--- config.mk ---
export PLATFORM = sky130hd
export DESIGN_NAME = dccs_sequencer
export DESIGN_NICKNAME = d
export VERILOG_FILES = /design/src/core/dccs_pkg.sv /design/src/core/dccs_sequencer.sv /design/src/core/dccs_persist.sv
export VERILOG_INCLUDE_DIRS = /design/src /design/src/core
export SDC_FILE = /design/constraint.sdc
export NUM_CORES = 1
export LEC_CHECK = 0
export BUFFER_PORTS_ARGS = -buffer_cell sky130_fd_sc_hd__clkbuf_2
export CAP_MARGIN = 25
export CORE_ASPECT_RATIO = 1.75
export CORE_MARGIN = 2
export CORE_UTILIZATION = 61
export CTS_CLUSTER_SIZE = 12
export DETAILED_ROUTE_END_ITERATION = 10
export PLACE_DENSITY_LB_ADDON = 0.08
export SLEW_MARGIN = 20
export SYNTH_ARGS = -nofsm -noshare
export SYNTH_HDL_FRONTEND = slang
export SYNTH_SLANG_ARGS = --single-unit
--- constraint.sdc ---
create_clock -name clk -period 4.25 [get_ports clk]
set_clock_uncertainty 0.1 [all_clocks]
set_input_delay 0 -clock clk [delete_from_list [all_inputs] [get_ports clk]]
set_output_delay 0 -clock clk [all_outputs]
set_load 0.05 [all_outputs]
--- src/core/dccs_cfg.svh ---
`ifndef DCCS_CFG_SVH
`define DCCS_CFG_SVH

`define DCCS_CLK_MHZ 100

`define DCCS_LATCH_OPEN_MS 200
`define DCCS_LATCH_OPEN_CYCLES (`DCCS_LATCH_OPEN_MS * 1000 * `DCCS_CLK_MHZ)

`define DCCS_OV_PERSIST_S 1
`define DCCS_OV_PERSIST_CYCLES (`DCCS_OV_PERSIST_S * 1000000 * `DCCS_CLK_MHZ)

`define DCCS_BCAST_MS 10
`define DCCS_BCAST_CYCLES (`DCCS_BCAST_MS * 1000 * `DCCS_CLK_MHZ)

// sense levels in units of 0.1 V
`define DCCS_LVL12_MIN 8'h70
`define DCCS_LVL12_MAX 8'h80
`define DCCS_LVL6_MIN 8'h34
`define DCCS_LVL6_MAX 8'h44
`define DCCS_LVL4_MIN 8'h20
`define DCCS_LVL4_MAX 8'h30

`define DCCS_ZERO_CURRENT 16'h0000
`define DCCS_RST_COUNT 32'h0000_0000

`endif

--- src/core/dccs_pkg.sv ---
package dccs_pkg;

    typedef enum logic [1:0] {
        lvl_bad = 2'h0,
        lvl_4 = 2'h1,
        lvl_6 = 2'h2,
        lvl_12 = 2'h3
    } dccs_level_type;

    typedef enum logic [3:0] {
        cs_unknown = 4'h0,
        cs_1 = 4'h1,
        cs_2 = 4'h2,
        cs_3 = 4'h3,
        cs_4 = 4'h4,
        cs_5 = 4'h5,
        cs_6 = 4'h6,
        cs_7 = 4'h7,
        cs_8 = 4'h8
    } dccs_chg_state_type;

    typedef enum logic [6:0] {
        st_idle = 7'h01,
        st_locked = 7'h02,
        st_aux = 7'h04,
        st_charge = 7'h08,
        st_ramp = 7'h10,
        st_open = 7'h20,
        st_release = 7'h40
    } dccs_seq_state_type;

endpackage

--- src/core/dccs_sequencer.sv ---
// Function
// - coupler connected when point one reads 4V
// - setup done and connected engages the interlock
// - unlock needs zero current, contactors open, command
// - self-check done closes aux, starts id broadcast
// - handshake done closes both supply contactors
// - output follows vehicle charge-level requests
// - both ends exchange status while charging
// - current to zero before power contactors open
// - normal end: aux opens, then interlock releases
// - failure: stop current, open all four contactors
// - stop requests and link loss are general failures
// - overvoltage for 1s cuts current within 2s
// - decode states 1 to 3 from point one
// - report states 4 and 5 from progress
// - link loss while charging stops and protects
// - latch open 200ms starts protection
// - both points at 12V starts protection
`timescale 1ns/10ps
`default_nettype none
`include "dccs_cfg.svh"

module dccs_sequencer #(
    parameter logic [31:0] LATCH_OPEN_CYCLES = `DCCS_LATCH_OPEN_CYCLES,
    parameter logic [31:0] OV_PERSIST_CYCLES = `DCCS_OV_PERSIST_CYCLES,
    parameter logic [31:0] BCAST_CYCLES = `DCCS_BCAST_CYCLES,
    parameter logic [7:0] LVL12_MIN = `DCCS_LVL12_MIN,
    parameter logic [7:0] LVL12_MAX = `DCCS_LVL12_MAX,
    parameter logic [7:0] LVL6_MIN = `DCCS_LVL6_MIN,
    parameter logic [7:0] LVL6_MAX = `DCCS_LVL6_MAX,
    parameter logic [7:0] LVL4_MIN = `DCCS_LVL4_MIN,
    parameter logic [7:0] LVL4_MAX = `DCCS_LVL4_MAX
) (
    input wire logic clk,
    input wire logic rst,
    input wire logic [7:0] first_sense_point_voltage,
    input wire logic [7:0] second_sense_point_voltage,
    input wire logic operator_setup_done,
    input wire logic operator_unlock,
    input wire logic self_check_done,
    input wire logic comm_alive,
    input wire logic handshake_done,
    input wire logic vehicle_stop_request,
    input wire logic vehicle_terminate_request,
    input wire logic charger_fault,
    input wire logic output_current_zero,
    input wire logic output_overvoltage,
    input wire logic vehicle_contactors_open,
    input wire logic [15:0] requested_voltage,
    input wire logic [15:0] requested_current,
    output logic dc_supply_contactor_a,
    output logic dc_supply_contactor_b,
    output logic aux_supply_contactor_a,
    output logic aux_supply_contactor_b,
    output logic interlock_engaged,
    output logic [15:0] output_voltage_setpoint,
    output logic [15:0] output_current_setpoint,
    output logic stop_request_to_vehicle,
    output logic fault_latched,
    output logic overvoltage_limit,
    output logic charger_id_broadcast,
    output logic status_report,
    output dccs_pkg::dccs_chg_state_type charging_state
);

    dccs_pkg::dccs_seq_state_type state;
    dccs_pkg::dccs_seq_state_type next_state;
    dccs_pkg::dccs_chg_state_type next_charging_state;
    dccs_pkg::dccs_level_type p1_lvl;
    dccs_pkg::dccs_level_type p2_lvl;
    logic next_dc_supply_contactor;
    logic next_aux_supply_contactor;
    logic next_interlock_engaged;
    logic [15:0] next_output_voltage_setpoint;
    logic [15:0] next_output_current_setpoint;
    logic next_stop_request_to_vehicle;
    logic next_fault_latched;
    logic configured;
    logic next_configured;
    logic latch_open;
    logic latch_open_expired;
    logic ov_expired;
    logic unplugged;
    logic general_failure;
    logic unlock_ok;
    logic [31:0] bcast_count;
    logic [31:0] next_bcast_count;
    logic next_charger_id_broadcast;
    logic next_status_report;

    function automatic dccs_pkg::dccs_level_type decode_level(input logic [7:0] v);
        if (v >= LVL12_MIN && v <= LVL12_MAX) begin
            decode_level = dccs_pkg::lvl_12;
        end else if (v >= LVL6_MIN && v <= LVL6_MAX) begin
            decode_level = dccs_pkg::lvl_6;
        end else if (v >= LVL4_MIN && v <= LVL4_MAX) begin
            decode_level = dccs_pkg::lvl_4;
        end else begin
            decode_level = dccs_pkg::lvl_bad;
        end
    endfunction

    assign p1_lvl = decode_level(first_sense_point_voltage);
    assign p2_lvl = decode_level(second_sense_point_voltage);

    // latch switch open with the connector still seated
    assign latch_open = configured && p1_lvl == dccs_pkg::lvl_6
        && p2_lvl == dccs_pkg::lvl_6;
    assign unplugged = configured && p1_lvl == dccs_pkg::lvl_12
        && p2_lvl == dccs_pkg::lvl_12;

    dccs_persist #(
        .LIMIT(LATCH_OPEN_CYCLES)
    ) u_latch_timer (
        .clk(clk),
        .rst(rst),
        .run(latch_open),
        .expired(latch_open_expired)
    );

    dccs_persist #(
        .LIMIT(OV_PERSIST_CYCLES)
    ) u_ov_timer (
        .clk(clk),
        .rst(rst),
        .run(output_overvoltage),
        .expired(ov_expired)
    );

    // link loss only counts once the vehicle has been talking
    assign general_failure = vehicle_stop_request || charger_fault
        || latch_open_expired || unplugged
        || (configured && !comm_alive);

    assign unlock_ok = operator_unlock && output_current_zero
        && vehicle_contactors_open && !dc_supply_contactor_a
        && !aux_supply_contactor_a;

    always_comb begin
        next_charging_state = dccs_pkg::cs_unknown;
        if (unplugged) begin
            next_charging_state = dccs_pkg::cs_8;
        end else if (p1_lvl == dccs_pkg::lvl_12) begin
            next_charging_state = dccs_pkg::cs_1;
        end else if (latch_open) begin
            next_charging_state = dccs_pkg::cs_7;
        end else if (p1_lvl == dccs_pkg::lvl_6) begin
            next_charging_state = dccs_pkg::cs_2;
        end else if (p1_lvl == dccs_pkg::lvl_4) begin
            if (!self_check_done) begin
                next_charging_state = dccs_pkg::cs_3;
            end else if (!configured) begin
                next_charging_state = dccs_pkg::cs_4;
            end else if (comm_alive) begin
                next_charging_state = dccs_pkg::cs_5;
            end else begin
                next_charging_state = dccs_pkg::cs_6;
            end
        end
    end

    always_comb begin
        next_state = state;
        next_dc_supply_contactor = dc_supply_contactor_a;
        next_aux_supply_contactor = aux_supply_contactor_a;
        next_interlock_engaged = interlock_engaged;
        next_output_voltage_setpoint = output_voltage_setpoint;
        next_output_current_setpoint = `DCCS_ZERO_CURRENT;
        next_stop_request_to_vehicle = stop_request_to_vehicle;
        next_configured = configured;
        // a failure seen in the clearing cycle is not latched
        next_fault_latched = fault_latched;
        case (state)
            dccs_pkg::st_idle: begin
                next_stop_request_to_vehicle = 1'b0;
                next_configured = 1'b0;
                next_fault_latched = 1'b0;
                if (operator_setup_done && p1_lvl == dccs_pkg::lvl_4) begin
                    next_interlock_engaged = 1'b1;
                    next_state = dccs_pkg::st_locked;
                end
            end
            dccs_pkg::st_locked: begin
                if (unlock_ok) begin
                    next_interlock_engaged = 1'b0;
                    next_state = dccs_pkg::st_idle;
                end else if (self_check_done && p1_lvl == dccs_pkg::lvl_4) begin
                    next_aux_supply_contactor = 1'b1;
                    next_state = dccs_pkg::st_aux;
                end
            end
            dccs_pkg::st_aux: begin
                if (vehicle_stop_request || charger_fault || unplugged
                    || latch_open_expired) begin
                    next_stop_request_to_vehicle = charger_fault;
                    next_fault_latched = 1'b1;
                    next_state = dccs_pkg::st_ramp;
                end else if (handshake_done && comm_alive) begin
                    // vehicle is answering on the link from here on
                    next_configured = 1'b1;
                    next_dc_supply_contactor = 1'b1;
                    next_state = dccs_pkg::st_charge;
                end
            end
            dccs_pkg::st_charge: begin
                if (general_failure) begin
                    next_stop_request_to_vehicle = charger_fault;
                    next_fault_latched = 1'b1;
                    next_state = dccs_pkg::st_ramp;
                end else if (vehicle_terminate_request) begin
                    next_state = dccs_pkg::st_ramp;
                end else begin
                    next_output_voltage_setpoint = requested_voltage;
                    if (!ov_expired) begin
                        next_output_current_setpoint = requested_current;
                    end
                end
            end
            dccs_pkg::st_ramp: begin
                // power contactors never break live current
                if (output_current_zero) begin
                    next_dc_supply_contactor = 1'b0;
                    next_state = dccs_pkg::st_open;
                end
            end
            dccs_pkg::st_open: begin
                if (vehicle_contactors_open && (!comm_alive || fault_latched)) begin
                    next_aux_supply_contactor = 1'b0;
                    next_output_voltage_setpoint = `DCCS_ZERO_CURRENT;
                    next_state = dccs_pkg::st_release;
                end
            end
            dccs_pkg::st_release: begin
                if (unlock_ok) begin
                    next_interlock_engaged = 1'b0;
                    next_state = dccs_pkg::st_idle;
                end
            end
            default: begin
                next_state = dccs_pkg::st_ramp;
            end
        endcase
    end

    always_ff @(posedge clk) begin
        if (rst) begin
            state <= dccs_pkg::st_idle;
            dc_supply_contactor_a <= 1'b0;
            dc_supply_contactor_b <= 1'b0;
            aux_supply_contactor_a <= 1'b0;
            aux_supply_contactor_b <= 1'b0;
            interlock_engaged <= 1'b0;
            output_voltage_setpoint <= `DCCS_ZERO_CURRENT;
            output_current_setpoint <= `DCCS_ZERO_CURRENT;
            stop_request_to_vehicle <= 1'b0;
            fault_latched <= 1'b0;
            configured <= 1'b0;
            overvoltage_limit <= 1'b0;
            charging_state <= dccs_pkg::cs_unknown;
        end else begin
            state <= next_state;
            dc_supply_contactor_a <= next_dc_supply_contactor;
            dc_supply_contactor_b <= next_dc_supply_contactor;
            aux_supply_contactor_a <= next_aux_supply_contactor;
            aux_supply_contactor_b <= next_aux_supply_contactor;
            interlock_engaged <= next_interlock_engaged;
            output_voltage_setpoint <= next_output_voltage_setpoint;
            output_current_setpoint <= next_output_current_setpoint;
            stop_request_to_vehicle <= next_stop_request_to_vehicle;
            fault_latched <= next_fault_latched;
            configured <= next_configured;
            overvoltage_limit <= ov_expired;
            charging_state <= next_charging_state;
        end
    end

    // one timer serves both periodic messages; they never run together
    always_comb begin
        next_bcast_count = bcast_count;
        next_charger_id_broadcast = 1'b0;
        next_status_report = 1'b0;
        if (state != dccs_pkg::st_aux && state != dccs_pkg::st_charge) begin
            next_bcast_count = `DCCS_RST_COUNT;
        end else if (bcast_count == `DCCS_RST_COUNT) begin
            next_bcast_count = BCAST_CYCLES - 32'h1;
            next_charger_id_broadcast = state == dccs_pkg::st_aux;
            next_status_report = state == dccs_pkg::st_charge;
        end else begin
            next_bcast_count = bcast_count - 32'h1;
        end
    end

    always_ff @(posedge clk) begin
        if (rst) begin
            bcast_count <= `DCCS_RST_COUNT;
            charger_id_broadcast <= 1'b0;
            status_report <= 1'b0;
        end else begin
            bcast_count <= next_bcast_count;
            charger_id_broadcast <= next_charger_id_broadcast;
            status_report <= next_status_report;
        end
    end
endmodule // dccs_sequencer

`default_nettype wire

--- src/core/dccs_persist.sv ---
`timescale 1ns/10ps
`default_nettype none
`include "dccs_cfg.svh"

// flags a condition that has held for LIMIT consecutive cycles
module dccs_persist #(
    parameter logic [31:0] LIMIT = 32'h0000_0001
) (
    input wire logic clk,
    input wire logic rst,
    input wire logic run,
    output logic expired
);

    logic [31:0] count;
    logic [31:0] next_count;
    logic next_expired;

    always_comb begin
        next_count = count;
        next_expired = expired;
        if (!run) begin
            // any break in the condition restarts the wait
            next_count = `DCCS_RST_COUNT;
            next_expired = 1'b0;
        end else if (count >= LIMIT - 32'h1) begin
            next_expired = 1'b1;
        end else begin
            next_count = count + 32'h1;
        end
    end

    always_ff @(posedge clk) begin
        if (rst) begin
            count <= `DCCS_RST_COUNT;
            expired <= 1'b0;
        end else begin
            count <= next_count;
            expired <= next_expired;
        end
    end

endmodule // dccs_persist

`default_nettype wire

==> impl_metrics.csv <==
group,metric,value,unit
status,outcome,"finished clean",
floorplanning,io_pins,107,
global_route,track_usage,31.2,%
setup_path,timing.critical_path.fanout_max,9,
worst_hold_path,whs_endpoint,"state[6]",
timing,grt_setup_unrepaired,"false",
synth,syn-instance-count,746,
route,drt.antenna.violating_nets,0,
setup_path,critPathRequiredTime,4480,ps
timing,worst_slew_margin_rel,37.0,%
route,drc_errors,0,
timing,slew_viol_final,0,
synth,synth_cell_type_count,66,
floorplanning,dieWidth,82.6,µm
global_route,busiest_layer,"met2",
final_layout,nets,960,
final_layout,final_cell_area,0.00831,mm²
route,routed-via-count,6133,
floorplanning,starting_density,62.0,%
placed_design,dp_slack,1510,ps
setup_path,critical-path-max-stage-delay,640,ps
final_layout,synthesis_to_layout_area_growth,26.0,%
placed_design,gp_congestion,0.817,
final_layout,diodes,0,
placed_design,hpwl,10700,µm
power_and_ir_drop,p_comb_share,4.0,%
setup_path,startpoint_type,"input pin",
setup_path,critical_path.slowest_cell,"sky130_fd_sc_hd__dlygate4sd3_1",
synth,synth-seq-cells,150,
placed_design,place.port_buffers,106,
setup_path,crit_path_frequent_cell,"sky130_fd_sc_hd__dlygate4sd3_1",
route,initialDrtViolationCount,343,
setup_path,critical-path-top-delay-family,"buffers and inverters",
setup_path,critical_path.reg2reg.startpoint,"state[1]",
clocking,path_clk_slew,70,ps
floorplanning,die_height,142,µm
worst_hold_path,timing.hold.worst_path_depth,4,
final_layout,layout.cells.most_common_list,"sky130_fd_sc_hd__dfxtp_1 (150), sky130_fd_sc_hd__nor2_1 (120), sky130_fd_sc_hd__clkbuf_2 (106)",
route,route.detailed.wl_per_inst,16.8,µm
synth,synth_edf_count,0,
setup_path,critPathArrivalTime,3520,ps
setup_path,critical_path.cell_chain,"dlygate4sd3_1 > clkbuf_2 > or4_4 > dlygate4sd3_1 > o21ai_4 > a31oi_1 > a21boi_1 > buf_4 > a22oi_1 > nor2_1",
route,drt-vias-per-instance,5.90,
route,wl,17500,µm
setup_path,timing_worst_setup_path_type,"in2reg",
floorplanning,rows,50,
synth,synthesis.yosys.warnings,0,
clocking,post_cts.resized_instances,0,
clocking,cts_root_buffer,"sky130_fd_sc_hd__clkbuf_16",
setup_path,worstPathBufferInverterCount,4,
floorplanning,fp.coreArea,0.0106,mm²
clocking,num_clock_sinks,150,
setup_path,r2r_setup_slack,1360,ps
clocking,cts_tree,"done",
global_route,grt_use_met3,7.51,%
synth,synth_async_sr_flop_share,0,%
worst_hold_path,hold_path.class,"in2reg",
final_layout,drive_gt1_share,18.3,%
global_route,antenna_violations_before_repair,0,
timing,setup-violations-final,0,
synth,netlist_area,0.00660,mm²
synth,syn-mean-instance-area,8.84,µm²
timing,max_freq,0.303,GHz
global_route,grt_use_met2,53.8,%
timing,fin_crit_sh,77.5,%
power_and_ir_drop,power_frac_seq,46.2,%
timing,timing_hold_violations_final,0,
synth,synth_fp_nets,810,
route,drt_first_pass_iters,5,
global_route,grt_pass1_vias,6155,
global_route,pin_count_of_the_biggest_net_entering_global_routing,40,
global_route,globalRouteOverflowTotal,0,
global_route,gr-usage-met1,34.0,%
power_and_ir_drop,power_density,368,mW/mm²
power_and_ir_drop,vdd_ir_drop_max,0.000312,V
synth,dominantRegCellSynth,"sky130_fd_sc_hd__dfxtp_1",
setup_path,worstRegToRegCells,6,
setup_path,crit_cells,10,
timing,final_critical_path_setup_slack,955,ps
power_and_ir_drop,total_leakage_power,3.49,nW
floorplanning,floorplan.die_area,0.0117,mm²
placed_design,placedInstanceArea,0.00717,mm²
timing,timing_worst_slew_pin_value,943,ps
power_and_ir_drop,power_switching,0.705,mW
power_and_ir_drop,power.clock.fraction,49.9,%
synth,synth-seq-area-share,45.5,%
power_and_ir_drop,p_int,2.35,mW
timing,setup_tns,0,ps
worst_hold_path,worst_hold_startpoint,"operator_unlock",
power_and_ir_drop,switching_share,23.1,%
clocking,htree_levels,4,
clocking,clk-insertion-delay-late,420,ps
timing,final.min_clock_period,3300,ps
setup_path,critical_path.endpoint_type,"register",
final_layout,final_common_cell,"sky130_fd_sc_hd__dfxtp_1",
clocking,cts.path.max_buffers,2,
clocking,cts_inserted_buffers,17,
global_route,grt_first_pass_wirelength,28400,µm
setup_path,crit-reg2reg-capture,"output_current_setpoint[3]",
run,cap_viol_max_count,0,
==> what timing repair did <==
item                                   4_1_cts  5_1_grt
hold buffers                                53        0
buffers inserted                             0        0
endpoints found under the hold margin       47        0
==> worst reg2reg max path: stages (launching register included) <==
cell and delay (ps):
sky130_fd_sc_hd__dfxtp_1 350, sky130_fd_sc_hd__or4_4 580, sky130_fd_sc_hd__nand2b_4 190, sky130_fd_sc_hd__nor4_2 190, sky130_fd_sc_hd__and2_1 590, sky130_fd_sc_hd__nor3b_4 590, sky130_fd_sc_hd__and2_1 240
==> worst max-delay path by stage <==
stage | slack [ps] | start | endpoint
finish | 950 | first_sense_point_voltage[0] | output_voltage_setpoint[10]
global route | 800 | first_sense_point_voltage[0] | output_voltage_setpoint[10]
CTS | 1220 | first_sense_point_voltage[0] | output_voltage_setpoint[14]
detailed placement | 1510 | state[1] | output_current_setpoint[12]
global placement | 1630 | state[1] | output_current_setpoint[1]
floorplan | 2000 | bcast_count[11] | bcast_count[28]
==> sequential cells by signal (all words and copies together), names as in the netlist, 4 cells and up <==
name / cells
bcast_count: 32
output_voltage_setpoint: 16
u_ov_timer.count: 32
u_latch_timer.count: 32
charging_state: 4
state: 7
output_current_setpoint: 16
==> through the flow <==
step                      hold WS, ps  cells  total power, mW  utilization [%]
after global placement           99.3    951             1.52             67.3
after floorplan                 -4.39    746             1.48                -
after detailed placement          103    953             1.52             67.4
after CTS                        29.8   1038             3.06             78.0
after global routing             44.6   1039             3.13             78.2
final                            49.5   1039             3.06             78.2
==> cell usage after synthesis (12+ instances only) <==
cell type	instances	area, µm²
sky130_fd_sc_hd__dfxtp_1	150	3000
sky130_fd_sc_hd__inv_1	21	78.8
sky130_fd_sc_hd__nand3_1	20	100
sky130_fd_sc_hd__xor2_1	26	228
sky130_fd_sc_hd__nand4_1	21	131
sky130_fd_sc_hd__nand2b_1	13	81.3
sky130_fd_sc_hd__a21oi_1	28	140
sky130_fd_sc_hd__nor3_1	28	140
sky130_fd_sc_hd__xnor2_1	38	333
sky130_fd_sc_hd__and3_1	15	93.8
sky130_fd_sc_hd__nor2_1	120	450
sky130_fd_sc_hd__or3_1	13	81.3
sky130_fd_sc_hd__a22oi_1	18	135
sky130_fd_sc_hd__o21ai_0	12	60.1
sky130_fd_sc_hd__clkbuf_1	24	90.1
sky130_fd_sc_hd__and2_1	26	163
sky130_fd_sc_hd__nor4_1	24	150
sky130_fd_sc_hd__nand2_1	35	131
==> logic make-up after synthesis <==
group / Yosys count / share of synthesized area, %
XOR/XNOR: 64 / 8.50
adder cells (fa/ha/maj): 3 / 0.569
buffers and inverters: 54 / 3.49
AND/OR/NAND/NOR: 360 / 29.3
flip-flops: 150 / 45.5
multiplexers: 3 / 0.455
AO/OA/AOI/OAI: 112 / 12.1
==> power groups by stage <==
stage / clock network [mW] / registers [mW] / logic [mW]
5_1_grt: 1.59 / 1.41 / 0.130
3_5_place_dp: 0 / 1.44 / 0.0796
2_1_floorplan: 0 / 1.44 / 0.0358
4_1_cts: 1.53 / 1.41 / 0.113
6_report: 1.52 / 1.41 / 0.121
3_3_place_gp: 0 / 1.44 / 0.0769
==> layout make-up <==
class / count / area (µm²)
clock buffers: 17 / 425
clock inverters: 15 / 171
fillers: 704 / 2320
inverters: 21 / 78.8
multi-input cells: 542 / 3360
flip-flops and latches: 150 / 3000
well taps: 130 / 163
repair buffers: 164 / 1110
==> per-layer routing <==
metal | routed length [µm] | vias up
met3 | 799 | 71
met5 | 0 | -
met4 | 831 | 0
li1 | - | 2954
met2 | 9170 | 201
met1 | 6660 | 2907
(Power assumes the default switching activity.)
